--- src/logic/pio_pkg.sv ---
package pio_pkg;
   // Register indices as printed; byte address is four times the index
   localparam logic [3:0] IDX_WEST_DATA   = 4'h0;
   localparam logic [3:0] IDX_MIDDLE_DATA = 4'h1;
   localparam logic [3:0] IDX_EAST_DATA   = 4'h2;
   localparam logic [3:0] IDX_WEST_DIR    = 4'h4;
   localparam logic [3:0] IDX_MIDDLE_DIR  = 4'h5;
   localparam logic [3:0] IDX_EAST_DIR    = 4'h6;
   localparam logic [3:0] IDX_CONV_SEL    = 4'h8;
   localparam logic [3:0] IDX_TIMER_SEL   = 4'h9;
   localparam logic [3:0] IDX_PIN_STATUS  = 4'ha;
   localparam int         WEST_W          = 7;
   localparam int         MIDDLE_W        = 8;
   localparam int         EAST_W          = 5;
   localparam int         CHSEL_W         = 5;
   localparam int         TIMER_CH        = 2;
   localparam int         TIMER_BASE      = 6;
   localparam int         SYSCLK_PIN      = 2;
   localparam int         SYSCLK_EN_BIT   = 7;
   localparam logic [4:0] CHSEL_RST       = 5'h1f;
   localparam logic [7:0] DIR_RST         = 8'h00;
   localparam logic [1:0] TIMER_RST       = 2'h0;
endpackage

--- src/logic/pio_sync.sv ---
`timescale 1ns/10ps
module pio_sync #(
   parameter int W = 8
) (
   input  wire logic         core_clk,
   input  wire logic         rst_b,
   input  wire logic [W-1:0] async_in,
   output logic      [W-1:0] sync_out
);
   logic [W-1:0] meta_ff;
   logic [W-1:0] sync_ff;
   logic [W-1:0] nxt_meta;
   logic [W-1:0] nxt_sync;

   always_comb begin
      nxt_meta = async_in;
      nxt_sync = meta_ff;
   end

   always_ff @(posedge core_clk or negedge rst_b) begin
      if (!rst_b) begin
         meta_ff <= '0;
         sync_ff <= '0;
      end else begin
         meta_ff <= nxt_meta;
         sync_ff <= nxt_sync;
      end
   end

   assign sync_out = sync_ff;
endmodule

--- src/logic/pio_port.sv ---
`timescale 1ns/10ps
module pio_port #(
   parameter int W = 8
) (
   input  wire logic         core_clk,
   input  wire logic         rst_b,
   input  wire logic         wr_latch,
   input  wire logic         wr_dir,
   input  wire logic [W-1:0] wdata,
   input  wire logic [W-1:0] pin_sync,
   output logic      [W-1:0] latch,
   output logic      [W-1:0] dir,
   output logic      [W-1:0] rd_val
);
   logic [W-1:0] latch_ff;
   logic [W-1:0] dir_ff;
   logic [W-1:0] nxt_latch;
   logic [W-1:0] nxt_dir;

   always_comb begin
      nxt_latch = wr_latch ? wdata : latch_ff;
      nxt_dir   = wr_dir ? wdata : dir_ff;
   end

   always_ff @(posedge core_clk) begin
      latch_ff <= nxt_latch;
   end

   always_ff @(posedge core_clk or negedge rst_b) begin
      if (!rst_b) begin
         dir_ff <= '0;
      end else begin
         dir_ff <= nxt_dir;
      end
   end

   assign latch  = latch_ff;
   assign dir    = dir_ff;
   assign rd_val = (dir_ff & latch_ff) | (~dir_ff & pin_sync);
endmodule

--- src/logic/pio_top.sv ---
// Notes on behaviour
// - West port: seven pins, latch and direction
// - Data latches are not reset
// - Direction one drives pin, zero floats
// - Reset clears west and middle directions
// - West read: output bits give latch
// - West read: input bits give pin
// - Data writes always update the latch
// - Middle port: eight pins, latch or pin
// - Converter wins over timer on pins
// - Converter pin reads zero or latch
// - Converter pin ignores direction for drive
// - Channel select picks analog or GPIO
// - Timer select picks timer or GPIO
// - East port: five pins with latches
// - System clock out on east pin two
// - Reset clears east directions and clock enable
// - East read: latch or pin by direction
`timescale 1ns/10ps
module pio_top (
   input  wire logic        core_clk,
   input  wire logic        rst_b,
   input  wire logic        psel,
   input  wire logic        penable,
   input  wire logic        pwrite,
   input  wire logic [11:0] paddr,
   input  wire logic [31:0] pwdata,
   output logic      [31:0] prdata,
   output logic             pready,
   output logic             pslverr,
   input  wire logic [6:0]  west_pin_in,
   output logic      [6:0]  west_pin_out,
   output logic      [6:0]  west_pin_oe,
   input  wire logic [7:0]  middle_pin_in,
   output logic      [7:0]  middle_pin_out,
   output logic      [7:0]  middle_pin_oe,
   output logic      [7:0]  analog_inputs,
   input  wire logic [1:0]  timer_out,
   input  wire logic [1:0]  timer_out_en,
   output logic      [1:0]  second_timer_channel_pins,
   input  wire logic [4:0]  east_pin_in,
   output logic      [4:0]  east_pin_out,
   output logic      [4:0]  east_pin_oe,
   input  wire logic        sysclk_in
);
   localparam int WW = pio_pkg::WEST_W;
   localparam int MW = pio_pkg::MIDDLE_W;
   localparam int EW = pio_pkg::EAST_W;

   logic [WW-1:0] west_sync;
   logic [MW-1:0] middle_sync;
   logic [EW-1:0] east_sync;
   logic [WW-1:0] west_latch;
   logic [WW-1:0] west_direction;
   logic [WW-1:0] west_rd;
   logic [MW-1:0] middle_latch;
   logic [MW-1:0] middle_direction;
   logic [MW-1:0] middle_rd;
   logic [EW-1:0] east_latch;
   logic [EW-1:0] east_direction;
   logic [EW-1:0] east_rd;

   logic                           sysclk_out_enable_ff;
   logic                           nxt_sysclk_out_enable;
   logic [pio_pkg::CHSEL_W-1:0]    chsel_ff;
   logic [pio_pkg::CHSEL_W-1:0]    nxt_chsel;
   logic [pio_pkg::TIMER_CH-1:0]   timer_sel_ff;
   logic [pio_pkg::TIMER_CH-1:0]   nxt_timer_sel;
   logic [31:0]                    prdata_ff;
   logic [31:0]                    nxt_prdata;
   logic                           pready_ff;
   logic                           nxt_pready;
   logic                           pslverr_ff;
   logic                           nxt_pslverr;
   logic [WW-1:0]                  west_out_ff;
   logic [WW-1:0]                  west_oe_ff;
   logic [MW-1:0]                  middle_out_ff;
   logic [MW-1:0]                  middle_oe_ff;
   logic [MW-1:0]                  analog_ff;
   logic [1:0]                     tmr_pin_ff;
   logic [EW-1:0]                  east_out_ff;
   logic [EW-1:0]                  east_oe_ff;
   logic [WW-1:0]                  nxt_west_out;
   logic [WW-1:0]                  nxt_west_oe;
   logic [MW-1:0]                  nxt_middle_out;
   logic [MW-1:0]                  nxt_middle_oe;
   logic [MW-1:0]                  nxt_analog;
   logic [1:0]                     nxt_tmr_pin;
   logic [EW-1:0]                  nxt_east_out;
   logic [EW-1:0]                  nxt_east_oe;
   logic [MW-1:0]                  conv_pin;
   logic [MW-1:0]                  middle_read;
   logic [1:0]                     timer_own;

   logic          acc;
   logic          wr;
   logic [3:0]    idx;
   logic          addr_ok;

   function automatic logic [3:0] reg_index(input logic [11:0] a);
      reg_index = a[5:2];
   endfunction

   function automatic logic hit(input logic [3:0] i, input logic [3:0] r);
      hit = (i == r);
   endfunction

   assign acc     = psel && penable && !pready_ff;
   assign wr      = psel && penable && pwrite && pready_ff;
   assign idx     = reg_index(paddr);
   assign addr_ok = (paddr[11:6] == 6'h00) && (paddr[1:0] == 2'h0) &&
                    (hit(idx, pio_pkg::IDX_WEST_DATA) || hit(idx, pio_pkg::IDX_MIDDLE_DATA) ||
                     hit(idx, pio_pkg::IDX_EAST_DATA) || hit(idx, pio_pkg::IDX_WEST_DIR) ||
                     hit(idx, pio_pkg::IDX_MIDDLE_DIR) || hit(idx, pio_pkg::IDX_EAST_DIR) ||
                     hit(idx, pio_pkg::IDX_CONV_SEL) || hit(idx, pio_pkg::IDX_TIMER_SEL) ||
                     hit(idx, pio_pkg::IDX_PIN_STATUS));

   pio_sync #(.W(WW)) u_west_sync (
      .core_clk (core_clk),
      .rst_b    (rst_b),
      .async_in (west_pin_in),
      .sync_out (west_sync)
   );
   pio_sync #(.W(MW)) u_middle_sync (
      .core_clk (core_clk),
      .rst_b    (rst_b),
      .async_in (middle_pin_in),
      .sync_out (middle_sync)
   );
   pio_sync #(.W(EW)) u_east_sync (
      .core_clk (core_clk),
      .rst_b    (rst_b),
      .async_in (east_pin_in),
      .sync_out (east_sync)
   );

   pio_port #(.W(WW)) u_west (
      .core_clk (core_clk),
      .rst_b    (rst_b),
      .wr_latch (wr && addr_ok && hit(idx, pio_pkg::IDX_WEST_DATA)),
      .wr_dir   (wr && addr_ok && hit(idx, pio_pkg::IDX_WEST_DIR)),
      .wdata    (pwdata[WW-1:0]),
      .pin_sync (west_sync),
      .latch    (west_latch),
      .dir      (west_direction),
      .rd_val   (west_rd)
   );
   pio_port #(.W(MW)) u_middle (
      .core_clk (core_clk),
      .rst_b    (rst_b),
      .wr_latch (wr && addr_ok && hit(idx, pio_pkg::IDX_MIDDLE_DATA)),
      .wr_dir   (wr && addr_ok && hit(idx, pio_pkg::IDX_MIDDLE_DIR)),
      .wdata    (pwdata[MW-1:0]),
      .pin_sync (middle_sync),
      .latch    (middle_latch),
      .dir      (middle_direction),
      .rd_val   (middle_rd)
   );
   pio_port #(.W(EW)) u_east (
      .core_clk (core_clk),
      .rst_b    (rst_b),
      .wr_latch (wr && addr_ok && hit(idx, pio_pkg::IDX_EAST_DATA)),
      .wr_dir   (wr && addr_ok && hit(idx, pio_pkg::IDX_EAST_DIR)),
      .wdata    (pwdata[EW-1:0]),
      .pin_sync (east_sync),
      .latch    (east_latch),
      .dir      (east_direction),
      .rd_val   (east_rd)
   );

   // channel select decodes one middle pin
   always_comb begin
      conv_pin = '0;
      if (chsel_ff < pio_pkg::CHSEL_W'(MW)) begin
         conv_pin[chsel_ff[2:0]] = 1'b1;
      end
   end

   // timer owns pin only without converter
   assign timer_own = timer_sel_ff & ~conv_pin[pio_pkg::TIMER_BASE +: 2];

   // converter pin reads latch or zero
   assign middle_read = (conv_pin & middle_direction & middle_latch) | (~conv_pin & middle_rd);

   always_comb begin
      nxt_sysclk_out_enable = sysclk_out_enable_ff;
      nxt_chsel             = chsel_ff;
      nxt_timer_sel         = timer_sel_ff;
      nxt_prdata            = prdata_ff;
      nxt_pready            = acc;
      nxt_pslverr           = acc && !addr_ok;
      if (wr && addr_ok) begin
         if (hit(idx, pio_pkg::IDX_EAST_DIR)) begin
            nxt_sysclk_out_enable = pwdata[pio_pkg::SYSCLK_EN_BIT];
         end
         if (hit(idx, pio_pkg::IDX_CONV_SEL)) begin
            nxt_chsel = pwdata[pio_pkg::CHSEL_W-1:0];
         end
         if (hit(idx, pio_pkg::IDX_TIMER_SEL)) begin
            nxt_timer_sel = pwdata[pio_pkg::TIMER_CH-1:0];
         end
      end
      if (acc && !pwrite) begin
         nxt_prdata = '0;
         if (addr_ok) begin
            case (idx)
               pio_pkg::IDX_WEST_DATA:   nxt_prdata[WW-1:0] = west_rd;
               pio_pkg::IDX_MIDDLE_DATA: nxt_prdata[MW-1:0] = middle_read;
               pio_pkg::IDX_EAST_DATA:   nxt_prdata[EW-1:0] = east_rd;
               pio_pkg::IDX_WEST_DIR:    nxt_prdata[WW-1:0] = west_direction;
               pio_pkg::IDX_MIDDLE_DIR:  nxt_prdata[MW-1:0] = middle_direction;
               pio_pkg::IDX_EAST_DIR: begin
                  nxt_prdata[EW-1:0] = east_direction;
                  nxt_prdata[pio_pkg::SYSCLK_EN_BIT] = sysclk_out_enable_ff;
               end
               pio_pkg::IDX_CONV_SEL:    nxt_prdata[pio_pkg::CHSEL_W-1:0] = chsel_ff;
               pio_pkg::IDX_TIMER_SEL:   nxt_prdata[pio_pkg::TIMER_CH-1:0] = timer_own;
               pio_pkg::IDX_PIN_STATUS:  nxt_prdata[MW-1:0] = middle_sync;
               default:                  nxt_prdata = '0;
            endcase
         end
      end
   end

   always_ff @(posedge core_clk or negedge rst_b) begin
      if (!rst_b) begin
         sysclk_out_enable_ff <= 1'b0;
         chsel_ff             <= pio_pkg::CHSEL_RST;
         timer_sel_ff         <= pio_pkg::TIMER_RST;
         prdata_ff            <= '0;
         pready_ff            <= 1'b0;
         pslverr_ff           <= 1'b0;
      end else begin
         sysclk_out_enable_ff <= nxt_sysclk_out_enable;
         chsel_ff             <= nxt_chsel;
         timer_sel_ff         <= nxt_timer_sel;
         prdata_ff            <= nxt_prdata;
         pready_ff            <= nxt_pready;
         pslverr_ff           <= nxt_pslverr;
      end
   end

   always_comb begin
      nxt_west_out = west_latch;
      nxt_west_oe  = west_direction;
      nxt_middle_out = middle_latch;
      nxt_middle_oe  = middle_direction & ~conv_pin;
      nxt_analog     = conv_pin;
      nxt_tmr_pin    = '0;
      for (int i = 0; i < 2; i++) begin
         if (timer_own[i]) begin
            nxt_middle_out[pio_pkg::TIMER_BASE + i] = timer_out[i];
            nxt_middle_oe[pio_pkg::TIMER_BASE + i]  = timer_out_en[i];
            nxt_tmr_pin[i]                          = middle_sync[pio_pkg::TIMER_BASE + i];
         end
      end
      nxt_east_out = east_latch;
      nxt_east_oe  = east_direction;
      // system clock on east pin two
      if (sysclk_out_enable_ff) begin
         nxt_east_out[pio_pkg::SYSCLK_PIN] = sysclk_in;
         nxt_east_oe[pio_pkg::SYSCLK_PIN]  = 1'b1;
      end
   end

   always_ff @(posedge core_clk or negedge rst_b) begin
      if (!rst_b) begin
         west_out_ff   <= '0;
         west_oe_ff    <= '0;
         middle_out_ff <= '0;
         middle_oe_ff  <= '0;
         analog_ff     <= '0;
         tmr_pin_ff    <= '0;
         east_out_ff   <= '0;
         east_oe_ff    <= '0;
      end else begin
         west_out_ff   <= nxt_west_out;
         west_oe_ff    <= nxt_west_oe;
         middle_out_ff <= nxt_middle_out;
         middle_oe_ff  <= nxt_middle_oe;
         analog_ff     <= nxt_analog;
         tmr_pin_ff    <= nxt_tmr_pin;
         east_out_ff   <= nxt_east_out;
         east_oe_ff    <= nxt_east_oe;
      end
   end

   assign prdata                    = prdata_ff;
   assign pready                    = pready_ff;
   assign pslverr                   = pslverr_ff;
   assign west_pin_out              = west_out_ff;
   assign west_pin_oe               = west_oe_ff;
   assign middle_pin_out            = middle_out_ff;
   assign middle_pin_oe             = middle_oe_ff;
   assign analog_inputs             = analog_ff;
   assign second_timer_channel_pins = tmr_pin_ff;
   assign east_pin_out              = east_out_ff;
   assign east_pin_oe               = east_oe_ff;
endmodule

--- config.mk ---
export PLATFORM = sky130hd
export DESIGN_NAME = pio_top
export DESIGN_NICKNAME = d
export VERILOG_FILES = /design/src/logic/pio_pkg.sv /design/src/logic/pio_sync.sv /design/src/logic/pio_port.sv /design/src/logic/pio_top.sv
export SDC_FILE = /design/constraint.sdc
export NUM_CORES = 1
export LEC_CHECK = 0
export BUFFER_PORTS_ARGS = -buffer_cell sky130_fd_sc_hd__buf_2
export CORE_ASPECT_RATIO = 1.4
export CORE_MARGIN = 5
export CORE_UTILIZATION = 55
export CTS_CLUSTER_DIAMETER = 80
export DETAILED_ROUTE_END_ITERATION = 6
export PLACE_DENSITY = 0.84
export SKIP_CTS_REPAIR_TIMING = 1
export SYNTH_ARGS = -nofsm -noshare
export SYNTH_HDL_FRONTEND = slang
export SYNTH_SLANG_ARGS = --single-unit
--- constraint.sdc ---
create_clock -name core_clk -period 3.3 [get_ports core_clk]
set_clock_uncertainty 0.05 [all_clocks]
set_input_delay 0.99 -clock core_clk [delete_from_list [all_inputs] [get_ports core_clk]]
set_output_delay 0.99 -clock core_clk [all_outputs]
set_load 0.1 [all_outputs]
==> results.cfg <==
[run_status]
status = complete, but fails checks
failed_checks = design-rule violations

[synth]
synth_ff_type = dfrtp_1
ys_ff_latch = 148
yosysTopAreaCell = dfrtp_1
syn_area_per_cell_sq_um = 14.2
async_reset_ff_frac = 0.865
synth_common_cells = dfrtp_1, mux2_2, buf_4
syn_inst = 389
ys_top_cells_by_area = dfrtp_1, edfxtp_1, mux2_2, buf_4, mux2i_1
ys_seq_area_frac = 0.689
synth-warning-count = 0
synth_top_area_share = 0.557
syn_area_sq_mm = 0.00553
yosysMostFrequentCell = dfrtp_1
synth-edff-count = 20
synth_cell_types = 53

[grt]
overflow = 0
grtUsageTotal = 0.232
grt_pass1_vias = 3921
grt_pass1_wl_mm = 20.6
grt_max_degree = 51
antenna_found_initial = 0

[cells_and_area]
layout.filler_cells = 716
final_area_sq_mm = 0.00697
antenna_cells = 0
finalNonFillerCells = 676
syn_to_final_growth_pct = 26.1
final_core_util = 0.704
finalNetCount = 602
drive_gt1_frac = 0.388

[drt]
wirelength_mm = 13.3
drt_iter0_drc = 167
remaining_drc_errors = 2
routedWlPerCell_um = 19.6
via_per_inst = 5.43
via_count = 3670
drtPass1Iterations = 7
drtAntennaViolNets = 0

[clock_network]
cts_max_level = 4
cts_sinks = 148
clkLatencyLatePin_ps = 410
cts_root_buf = clkbuf_16
clk_pin_slew_ps = 60
cts_tree = built
cts_max_path_buffers = 2
cts_buffers = 17

[floorplanning]
rows = 43
coreArea_sq_mm = 0.00990
io_pins = 158
die_w_um = 94.7
die_area_sq_mm = 0.0122
initial_core_util = 0.559
die_h_um = 129

[power]
fin_total_pwr_mw = 4.23
leakagePower_nw = 3.34
cellPowerDensity_mw_per_mm2 = 607
vdd_ir_drop_max_uv = 590

[timing]
max_freq_mhz = 353
grt_setup_unrepaired = false
hold_viol = 0
tightest_slew_ps = 649
min_period_ps = 2830
setup_viol = 0
min_period_over_period = 0.859
setup_tns_ps = 0
slew_violations = 0
max-slew-margin-rel = 0.567

[placed_design]
globalplace.congestion = 0.893
placed_area_sq_mm = 0.00630
portBuffers = 109
post-dp-hpwl_mm = 9.45
dp_cells = 644

[setup_path]
r2r_slack_ps = 1100
endpoint_kind = flop
crit_path_max_fanout = 4
critPathKind = input port to flop
worstSetupStartpointType = input port
worstPathRequired_ps = 3370
arrival_ps = 2910

[run]
cap_violations = 0

[hold_path]
min_path_type = flop to flop
## layer usage
metal	track usage	wire, um
met5	0	0
met4	0.111	489
met3	0.0632	824
met2	0.396	7010
met1	0.268	4960
## stage by stage
step	setup slack, ps	hold WS [ps]
3_3_place_gp	117	282
6_report	465	297
4_1_cts	503	297
3_5_place_dp	82.9	286
5_1_grt	463	305
2_1_floorplan	316	281
## logic make-up after synthesis
family | synth area share
compound gates | 0.0704
xor+xnor | 0.00158
buf+inv | 0.0475
flops | 0.689
mux | 0.0903
other cells | 0.000678
simple gates | 0.100
## cells in the final DEF, fill, tap and decap left out, types with 2 or more instances in the layout
cell,instances
dfrtp_1,123
buf_2,108
mux2_2,29
buf_4,25
conb_1,24
clkbuf_16,20
edfxtp_1,20
nand2_1,17
nor2_1,16
mux2i_1,15
o21ai_0,13
nor2b_1,9
inv_1,9
a21oi_1,7
o211ai_1,6
o22ai_1,6
and2_1,5
nand2b_1,5
a2111oi_0,5
dfstp_2,5
nand3_1,4
or4_1,4
a22o_1,4
or3b_2,4
nand3b_1,4
and3_1,3
nor4_1,3
a311oi_1,3
bufinv_16,3
nor3_1,2
nor3b_1,2
or4_4,2
or4b_2,2
nor3_4,2
mux2_1,2
a211oi_1,2
clkinv_4,2
clkinvlp_4,2
clkbuf_8,2
## worst paths after layout
kind | startpoint | end | depth (start not counted)
max | paddr[7] | u_west.latch[2] | 6
min | u_middle_sync.meta_ff[3] | u_middle_sync.sync_out[3] | 0
max reg2reg | chsel_ff[2] | prdata[0] | 4
min reg2reg | u_middle_sync.meta_ff[3] | u_middle_sync.sync_out[3] | 0
max in group asynchronous | rst_b | prdata[0] | 2
min in group asynchronous | rst_b | u_west_sync.sync_out[4] | 1
## state kept, by name, summed over array words and instances, names as in the netlist, 7 cells and up
register / count
analog_inputs: 8
west_pin_oe: 7
u_middle.latch: 8
u_west.latch: 7
prdata: 8
u_middle_sync.meta_ff: 8
u_west.dir: 7
u_middle.dir: 8
west_pin_out: 7
u_west_sync.meta_ff: 7
u_west_sync.sync_out: 7
middle_pin_out: 8
u_middle_sync.sync_out: 8
middle_pin_oe: 8
## final cells by class
cell class | count | area (sq um) | share of cell area
flip-flops and latches | 148 | 3810 | 0.546
multi-input cells | 218 | 1540 | 0.221
repair buffers | 134 | 748 | 0.107
clock buffers | 23 | 532 | 0.0763
well taps | 135 | 169 | 0.0242
clock inverters | 9 | 136 | 0.0196
inverters | 9 | 33.8 | 0.00485
## power by group
| part | internal [mW] | switching (mW) | leakage [nW] |
|---|---|---|---|
| Combinational | 0.0494 | 0.218 | 1.22 |
| Clock | 1.37 | 0.713 | 0.321 |
| Sequential | 1.88 | 0.00917 | 1.80 |
| Total | 3.29 | 0.939 | 3.34 |
## worst max-delay path: stages
cell and delay (ps):
buf_2 90, or4_1 550, buf_4 170, or4_1 580, nor2_1 310, buf_4 220
Power figures use the tool's default switching activity.
